[src/inc/mmc_pkg.sv]
// Package: constants and types of the module management control block
package mmc_pkg;
  // Timing
  localparam int CLK_KHZ       = 25000;
  localparam int T_INIT_MS     = 2000;
  localparam int INIT_CYC      = T_INIT_MS * CLK_KHZ;
  localparam int T_RST_MIN_US  = 2;
  // Least time, rounded up to whole cycles
  localparam int RST_MIN_CYC   = (T_RST_MIN_US * CLK_KHZ + 999) / 1000;
  localparam int RST_CNT_W     = 8;
  // Register map (byte addresses)
  localparam int ADDR_W        = 8;
  localparam logic [7:0] OFS_STATUS = 8'h08;
  localparam logic [7:0] OFS_FLAGS  = 8'h0c;
  localparam logic [7:0] OFS_MASK   = 8'h10;
  localparam logic [7:0] OFS_CTRL   = 8'h14;
  // Status fields
  localparam int STS_DNR       = 0;
  localparam int STS_LP        = 1;
  localparam int STS_RESP      = 2;
  // Control fields
  localparam int CTL_PDOWN     = 0;
  // Flag layout
  localparam int N_CH          = 4;
  localparam int FLAG_W        = 1 + 3 * N_CH;
  localparam int FLG_INIT      = 0;
  localparam int FLG_LOS       = 1;
  localparam int FLG_TXF       = FLG_LOS + N_CH;
  localparam int FLG_OTH       = FLG_TXF + N_CH;
  // Reset values
  localparam logic [FLAG_W-1:0] MASK_RST  = 13'h0000;
  localparam logic              PDOWN_RST = 1'b0;

  typedef enum logic [1:0] {
    ST_HOLD,
    ST_INIT,
    ST_RUN
  } mmc_state_e;

  typedef struct packed {
    logic [N_CH-1:0] other;
    logic [N_CH-1:0] tx_fault;
    logic [N_CH-1:0] rx_los;
  } mmc_cond_s;

  typedef struct packed {
    logic              psel;
    logic              penable;
    logic              pwrite;
    logic [ADDR_W-1:0] paddr;
    logic [31:0]       pwdata;
  } mmc_apb_req_s;

  typedef struct packed {
    logic [31:0] prdata;
    logic        pready;
    logic        pslverr;
  } mmc_apb_rsp_s;
endpackage

[src/mmc_ctrl.sv]
// Module management control: reset, init, flags, masks, power and select
// Operation
// Fully functional within 2000 ms of start
// Low reset pulse over 2 us resets
// Serial bus answers within 2000 ms
// Init clears not-ready, asserts interrupt
// Reset release leads to full function
// Low-power input lowers power within 100 us
// Trigger condition drives interrupt low quickly
// Clear-on-read releases interrupt within 500 us
// Receive loss sets flag and interrupt
// Transmit failure sets flag and interrupt
// Other conditions set flag and interrupt
// Set mask inhibits interrupt within 100 ms
// Cleared mask resumes interrupt within 100 ms
// Select asserted: respond within 100 us
// Select released: stop responding within 100 us
// Power-down bit set lowers power
// Power-down cleared restores function within 300 ms
// Host reads flags after interrupt
// Flags are read-only to host
// Flags latch until read; interrupt follows
`timescale 1ns/10ps
`default_nettype none
module mmc_ctrl #(
  parameter int INIT_CYC_P = mmc_pkg::INIT_CYC
) (
  input  wire logic                  clk_in,
  input  wire logic                  rst_n_in,
  input  wire logic                  module_reset_n_in,
  input  wire logic                  low_power_request_in,
  input  wire logic                  bus_select_n_in,
  input  wire mmc_pkg::mmc_cond_s    cond_in,
  input  wire mmc_pkg::mmc_apb_req_s apb_req_in,
  output mmc_pkg::mmc_apb_rsp_s      apb_rsp_out,
  output logic                       irq_out_n,
  output logic                       low_power_out,
  output logic                       bus_respond_out,
  output logic                       ready_out
);
  import mmc_pkg::*;

  localparam logic [31:0] INIT_LAST = 32'(INIT_CYC_P - 1);
  localparam logic [RST_CNT_W-1:0] RST_QUAL = RST_CNT_W'(RST_MIN_CYC);

  function automatic logic at_ofs(input logic [ADDR_W-1:0] a,
                                  input logic [7:0] o);
    at_ofs = (a == o);
  endfunction

  mmc_state_e             st_r;
  logic [31:0]            init_cnt_r;
  logic [RST_CNT_W-1:0]   rst_lo_cnt_r;
  logic                   rst_hit;
  logic                   mod_rst;
  logic                   dnr;
  logic                   init_evt;
  mmc_cond_s              cond_prev_r;
  logic [FLAG_W-1:0]      set_vec;
  logic [FLAG_W-1:0]      flags_r;
  logic [FLAG_W-1:0]      mask_r;
  logic [FLAG_W-1:0]      rd_snap_r;
  logic                   pdown_r;
  logic                   irq_n_r;
  logic                   lp_r;
  logic                   resp_r;
  logic [31:0]            prdata_r;
  logic                   setup;
  logic                   access;
  logic                   mapped;
  logic                   ok;
  logic                   wr_done;
  logic                   rd_flags;
  logic                   wr_mask;
  logic                   wr_ctrl;

  // Reset pin filter: shorter glitches are ignored
  assign rst_hit = !module_reset_n_in && (rst_lo_cnt_r == RST_QUAL);

  always_ff @(posedge clk_in) begin
    if (!rst_n_in || module_reset_n_in) begin
      rst_lo_cnt_r <= '0;
    end else if (rst_lo_cnt_r != RST_QUAL) begin
      rst_lo_cnt_r <= rst_lo_cnt_r + 1'b1;
    end
  end

  // Power-on and reset sequencing
  assign init_evt = (st_r == ST_INIT) && (init_cnt_r == INIT_LAST) && !rst_hit;

  always_ff @(posedge clk_in) begin
    if (!rst_n_in) begin
      st_r       <= ST_INIT;
      init_cnt_r <= '0;
    end else if (rst_hit) begin
      st_r       <= ST_HOLD;
      init_cnt_r <= '0;
    end else begin
      case (st_r)
        ST_HOLD: begin
          if (module_reset_n_in) begin
            st_r <= ST_INIT;
          end
        end
        ST_INIT: begin
          if (init_cnt_r == INIT_LAST) begin
            st_r <= ST_RUN;
          end else begin
            init_cnt_r <= init_cnt_r + 32'h1;
          end
        end
        ST_RUN: begin
          st_r <= ST_RUN;
        end
        default: begin
          st_r <= ST_INIT;
        end
      endcase
    end
  end

  assign mod_rst   = !rst_n_in || (st_r == ST_HOLD);
  assign dnr       = (st_r != ST_RUN);
  assign ready_out = !dnr;

  // Flags latch on a condition's rising edge; monitors only count once running
  always_ff @(posedge clk_in) begin
    if (!rst_n_in) begin
      cond_prev_r <= '0;
    end else begin
      cond_prev_r <= cond_in;
    end
  end

  always_comb begin
    set_vec = '0;
    set_vec[FLG_INIT] = init_evt;
    if (st_r == ST_RUN) begin
      set_vec[FLG_LOS +: N_CH] = cond_in.rx_los & ~cond_prev_r.rx_los;
      set_vec[FLG_TXF +: N_CH] = cond_in.tx_fault & ~cond_prev_r.tx_fault;
      set_vec[FLG_OTH +: N_CH] = cond_in.other & ~cond_prev_r.other;
    end
  end

  // Only bits the host actually saw are cleared; a new event wins over clear
  always_ff @(posedge clk_in) begin
    if (mod_rst) begin
      flags_r <= '0;
    end else if (rd_flags) begin
      flags_r <= (flags_r & ~rd_snap_r) | set_vec;
    end else begin
      flags_r <= flags_r | set_vec;
    end
  end

  always_ff @(posedge clk_in) begin
    if (mod_rst) begin
      mask_r <= MASK_RST;
    end else if (wr_mask) begin
      mask_r <= apb_req_in.pwdata[FLAG_W-1:0];
    end
  end

  always_ff @(posedge clk_in) begin
    if (mod_rst) begin
      pdown_r <= PDOWN_RST;
    end else if (wr_ctrl) begin
      pdown_r <= apb_req_in.pwdata[CTL_PDOWN];
    end
  end

  always_ff @(posedge clk_in) begin
    if (mod_rst) begin
      irq_n_r <= 1'b1;
    end else begin
      irq_n_r <= ~|(flags_r & ~mask_r);
    end
  end

  always_ff @(posedge clk_in) begin
    if (!rst_n_in) begin
      lp_r <= 1'b0;
    end else begin
      lp_r <= low_power_request_in || pdown_r;
    end
  end

  // Select is honoured only once the module is initialised
  always_ff @(posedge clk_in) begin
    if (!rst_n_in) begin
      resp_r <= 1'b0;
    end else begin
      resp_r <= (st_r == ST_RUN) && !bus_select_n_in;
    end
  end

  assign irq_out_n       = irq_n_r;
  assign low_power_out   = lp_r;
  assign bus_respond_out = resp_r;

  // APB slave: zero wait states, read data prepared in the setup cycle
  assign setup  = apb_req_in.psel && !apb_req_in.penable;
  assign access = apb_req_in.psel && apb_req_in.penable;
  assign mapped = at_ofs(apb_req_in.paddr, OFS_STATUS) || at_ofs(apb_req_in.paddr, OFS_FLAGS)
                  || at_ofs(apb_req_in.paddr, OFS_MASK) || at_ofs(apb_req_in.paddr, OFS_CTRL);
  assign ok      = mapped && resp_r;
  assign wr_done = access && ok && apb_req_in.pwrite;
  // Flag register ignores writes
  assign rd_flags = access && ok && !apb_req_in.pwrite
                    && at_ofs(apb_req_in.paddr, OFS_FLAGS);
  assign wr_mask  = wr_done && at_ofs(apb_req_in.paddr, OFS_MASK);
  assign wr_ctrl  = wr_done && at_ofs(apb_req_in.paddr, OFS_CTRL);

  always_ff @(posedge clk_in) begin
    if (!rst_n_in) begin
      prdata_r  <= '0;
      rd_snap_r <= '0;
    end else if (setup) begin
      prdata_r  <= '0;
      rd_snap_r <= '0;
      if (resp_r) begin
        if (at_ofs(apb_req_in.paddr, OFS_STATUS)) begin
          prdata_r[STS_DNR]  <= dnr;
          prdata_r[STS_LP]   <= lp_r;
          prdata_r[STS_RESP] <= resp_r;
        end else if (at_ofs(apb_req_in.paddr, OFS_FLAGS)) begin
          prdata_r[FLAG_W-1:0] <= flags_r;
          rd_snap_r            <= flags_r;
        end else if (at_ofs(apb_req_in.paddr, OFS_MASK)) begin
          prdata_r[FLAG_W-1:0] <= mask_r;
        end else if (at_ofs(apb_req_in.paddr, OFS_CTRL)) begin
          prdata_r[CTL_PDOWN] <= pdown_r;
        end
      end
    end
  end

  // One driver for the whole response word; a refused access still completes at once
  assign apb_rsp_out = '{prdata: prdata_r, pready: 1'b1, pslverr: access && !ok};
endmodule // mmc_ctrl
`default_nettype wire

[config.mk]
export PLATFORM = sky130hd
export DESIGN_NAME = mmc_ctrl
export DESIGN_NICKNAME = d
export VERILOG_FILES = /design/src/inc/mmc_pkg.sv /design/src/mmc_ctrl.sv
export SDC_FILE = /design/constraint.sdc
export NUM_CORES = 1
export LEC_CHECK = 0
export ABC_AREA = 1
export BUFFER_PORTS_ARGS = -buffer_cell sky130_fd_sc_hd__buf_4
export CAP_MARGIN = 20
export CORE_MARGIN = 2
export CORE_UTILIZATION = 45
export CTS_CLUSTER_DIAMETER = 200
export DETAILED_ROUTE_END_ITERATION = 7
export HOLD_SLACK_MARGIN = 0.12
export PLACE_DENSITY_LB_ADDON = 0.25
export SETUP_SLACK_MARGIN = 0.15
export SLEW_MARGIN = 0
export SYNTH_ARGS = -nofsm -noshare
export SYNTH_HDL_FRONTEND = slang
export SYNTH_SLANG_ARGS = --single-unit
[constraint.sdc]
create_clock -name clk_in -period 1.7 [get_ports clk_in]
set_input_delay 0 -clock clk_in [delete_from_list [all_inputs] [get_ports clk_in]]
set_output_delay 0 -clock clk_in [all_outputs]
set_load 0.005 [all_outputs]
==> metrics.md <==
| Metric | Value |
|---|---|
| XOR/XNOR Fraction of Synth Area | `4.207%` |
| CP Max Fanout | `5` |
| Register area share after synthesis | `between 30% and 40%` |
| Fillers | `between 1,000 and 1,500` |
| Syn_area_per_cell | `6.829 µm²` |
| Cell Area, Synth | `between 5000 and 6000 µm²` |
| First-pass iteration count of the detailed router | `5` |
| Vias/cell | `4.894` |
| DRC Markers | `0` |
| Die W | `115.8 µm` |
| Combinational fraction of design power | `around 31%` |
| Final std cells w/o fill | `1,160` |
| # placed instances | `between 1,000 and 1,500` |
| GR Util All Layers | `22.74%` |
| P_sw | `about 2200 µW` |
| Io pins | `98` |
| Global-route wire length before repair | `~24,000 µm` |
| Synth top area cells | `dfxtp_1 (39%), nand2_1 (15%), inv_1 (6.9%), nor2_1 (6.7%), a21oi_1 (5.9%)` |
| Main combinational cell family by area after synthesis | `simple AND/OR/NAND/NOR gates` |
| Min-delay src | `apb_req_in[32]` |
| Synth Flop Type | `dfxtp_1` |
| H-tree depth | `3` |
| CTS clock-pin slew for the worst setup and hold paths | `~80 ps` |
| Async SR Flop Fraction | `0%` |
| Worst Hold Class | `primary input to flop` |
| Period Utilization, post-route | `101.6%` |
| Synth area leader | `dfxtp_1` |
| Min Tclk post-route | `~1700 ps` |
| Reg2reg setup slack | `-30 ps` |
| Synth Area in Adders | `approximately 1.3%` |
| Routed via count | `5,677` |
| Die area | `about 13,000 µm²` |
| Worst Path Required | `about 2000 ps` |
| Final setup margin | `-27.92 ps` |
| Post-Route WL | `15,890 µm` |
| Final HPWL DP | `~10,000 µm` |
| Critical Path AT | `roughly 2000 ps` |
| Reg2reg end | `init_cnt_r[15]$_SDFFE_PP0P_` |
| Clk_skew | `about 9.8 ps` |
| Cells after Synth | `823` |
| Final Slew Violations | `0` |
| Standard-cell rows | `40` |
| Mux share of post-synthesis cell area | `0%` |
| Clock sink total | `110` |
| Setup crit end kind | `flop` |
| RSZ-0062 raised after global routing | `true` |
| Worst r2r path cells | `11` |
| Layout cell share with drive strength beyond 1 | `25.60%` |
| MaxCap Viol Count | `0` |
| Worst hold endpoint | `prdata_r[2]$_SDFFE_PN0P_` |
| Die Y | `115.8 µm` |
| N_diodes | `0` |
| Int Pwr | `approximately 4800 µW` |
| Synth warn | `0` |
| Synth Register Bits | `110` |
| Final ANT Viol Nets | `0` |
| Hold Vio Cnt, Final | `0` |
| CTS Buf Count | `9` |
| Crit path largest cell delay | `360 ps` |
| CTS tree | `done` |
| Compound-Gate Fraction of Synth Area | `between 10% and 20%` |
| Core area | `about 12,000 µm²` |
| Max Fclk | `578.7 MHz` |
| Leak Pwr | `roughly 0.0034 µW` |
| Power Dens Cells | `877.6 nW/µm²` |
| CP Cell Sequence | `ha_4 > nand3_4 > nor4_2 > and2_4 > buf_6 > nand2_8 > nand2_8 > buf_12 > clkbuf_16 > nand2_2 > a21oi_1` |
| Clock power share | `about 30%` |
| Post-layout util | `roughly 66%` |
| Largest net degree at the start of global routing | `26` |
| Initial Utilization | `a little under half` |
| Number of global-route vias before repair | `slightly above 5,000` |
| Failing checks | `setup timing` |
| Root Buffer Master | `clkbuf_16` |
| Skew-Pair Late Insertion Delay | `between 300 and 400 ps` |
| Unique masters post-synth | `40` |
| Reg power frac | `between 30% and 40%` |
| Hold Path Depth | `6` |
| Clock Path Buffers | `2` |
| Initial antenna violation count | `0` |
| Reg2reg start | `init_cnt_r[1]$_SDFFE_PP0P_` |
| Critical path type | `flop to flop` |
| Outcome | `complete, but fails checks` |
| Commonest cells in the netlist | `nand2_1 (221), dfxtp_1 (110), inv_1 (103), nor2_1 (101), a21oi_1 (66)` |
| CP startpoint kind | `flop` |
| Most numerous cell in the Yosys netlist | `nand2_1` |
| Worst VDD drop | `around 0.87 mV` |
| Final-report setup violation count | `2` |
| Most common cell on crit path | `nand2_8` |
| Final Wtd Congestion | `around 0.91` |
| Synth Area in Simple Gates | `32.17%` |
| Number of port buffers | `58` |
| Wirelength per Cell | `roughly 14 µm` |
| Final #Nets | `~1,100` |
| Slowest-stage cell, CP | `dfxtp_2` |
| Switching Fraction | `a little under a third` |
| Post-synth top area share | `about two fifths` |
| GRT overflow | `0` |
| Overall power | `about 7000 µW` |
| 1st-iter DRT viols | `486` |
| Layout area overhead | `42.03%` |
| EDFF count, synth | `0` |
-- worst max-delay path by stage --
stage                                             end  slack [ps]  cells after the start                  startpoint
after floorplan           init_cnt_r[18]$_SDFFE_PP0P_         160                     10  init_cnt_r[1]$_SDFFE_PP0P_
after global placement    init_cnt_r[30]$_SDFFE_PP0P_        -240                      7  init_cnt_r[1]$_SDFFE_PP0P_
after detailed placement  init_cnt_r[30]$_SDFFE_PP0P_        -270                      7  init_cnt_r[1]$_SDFFE_PP0P_
after CTS                 init_cnt_r[15]$_SDFFE_PP0P_          40                     11  init_cnt_r[1]$_SDFFE_PP0P_
after global routing       init_cnt_r[0]$_SDFFE_PP0P_         -90                     11  init_cnt_r[1]$_SDFFE_PP0P_
final                     init_cnt_r[15]$_SDFFE_PP0P_         -30                     11  init_cnt_r[1]$_SDFFE_PP0P_
-- kinds of logic (layout without fill, tap and decap cells) --
| group | count (synthesis) | after routing |
|---|---|---|
| AOI/OAI and AO/OA | 106 | 107 |
| xor gates and xnor gates | 27 | 27 |
| adders and majority gates | 6 | 6 |
| buffers and inverters | 151 | 301 |
| DFF | 110 | 110 |
| other | 2 | 20 |
| and+or+nand+nor | 421 | 421 |
-- stage by stage --
| step | TNS [ps] | hold WS [ps] | instance area [µm²] | setup slack, ps |
|---|---|---|---|---|
| 2_1_floorplan | 0 | 79.31 | 5694 | 158.0 |
| 3_3_place_gp | -4428 | 185.6 | 6558 | -237.4 |
| 3_5_place_dp | -5596 | 188.3 | 6558 | -270.8 |
| 4_1_cts | 0 | 167.3 | 7453 | 42.83 |
| 5_1_grt | -1212 | 262.9 | 7983 | -93.33 |
| 6_report | -31.46 | 188.8 | 7983 | -27.92 |
-- power groups by stage --
| stage | logic, µW | registers, µW | clock network, µW |
|---|---|---|---|
| 4_1_cts | 1530 | 2730 | 2150 |
| 5_1_grt | 2310 | 2740 | 2240 |
| 3_3_place_gp | 1150 | 2780 | 0 |
| 6_report | 2160 | 2730 | 2110 |
| 3_5_place_dp | 1160 | 2780 | 0 |
| 2_1_floorplan | 779 | 2780 | 0 |
-- registers in the layout (all words and copies together) (netlist names) --
signal,flops
rd_snap_r,13
rst_lo_cnt_r,8
prdata_r,13
irq_out_n,1
mask_r,13
cond_prev_r,12
bus_respond_out,1
pdown_r,1
flags_r,13
low_power_out,1
st_r,2
init_cnt_r,32
-- worst max-delay path, delay by kind of cell, from the launching register on --
family | cells | cell delay, ps
buffers and inverters | 3 | 400
AO/OA/AOI/OAI | 1 | 150
flip-flops | 1 | 360
adder cells (fa/ha/maj) | 1 | 150
AND/OR/NAND/NOR | 6 | 590
-- layer usage --
layer | vias up | track usage (%) | part of all wire (%)
met5 | - | 0 | 0
met3 | 35 | 4.864 | 6.0
met4 | 0 | 5.952 | 1.9
li1 | 2886 | - | -
met1 | 2579 | 31.50 | 47
met2 | 177 | 36.22 | 45
-- final cells by class --
cell class                      instances  area [µm²]  area share [%]
Clock buffer                           10       229.0           2.868
Clock inverter                          6       60.06          0.7524
Multi-Input combinational cell        581        3216           40.28
Inverter                              105       397.9           4.984
Timing Repair Buffer                  179        1653           20.71
Sequential cell                       110        2210           27.68
Timing Repair inverter                  1       7.507         0.09404
Tap cell                              168       210.2           2.633
-- cell usage in the layout (no fill, tap or decap), drive strengths merged --
cell type / Yosys / routed
a31oi: 11 / 11
nand2: 224 / 224
ha: 6 / 6
o21bai: 13 / 13
o21ai: 6 / 6
nand3b: 6 / 6
buf: 35 / 131
a22o: 1 / 1
clkinvlp: 0 / 2
nor3: 17 / 17
xnor2: 10 / 10
nor3b: 1 / 1
dfxtp: 110 / 110
xor2: 17 / 17
nor4: 1 / 1
or2: 2 / 2
clkbuf: 11 / 13
dlygate4sd3: 0 / 45
clkinv: 1 / 3
nand3: 47 / 47
o22ai: 5 / 5
inv: 104 / 107
nor2: 109 / 109
conb: 2 / 20
a221oi: 2 / 2
nand4: 13 / 13
a21oi: 67 / 67
a21boi: 1 / 2
and2: 1 / 1
-- what timing repair did --
action                     4_1_cts  5_1_grt
gates cloned                     2        4
setup endpoints to repair       33       36
resized for setup               13       99
hold buffers                    45        0
pin swaps                        1       25
buffers inserted                 5        7
hold endpoints to repair        53        0
No activity file was read; power rests on OpenSTA's default activity.
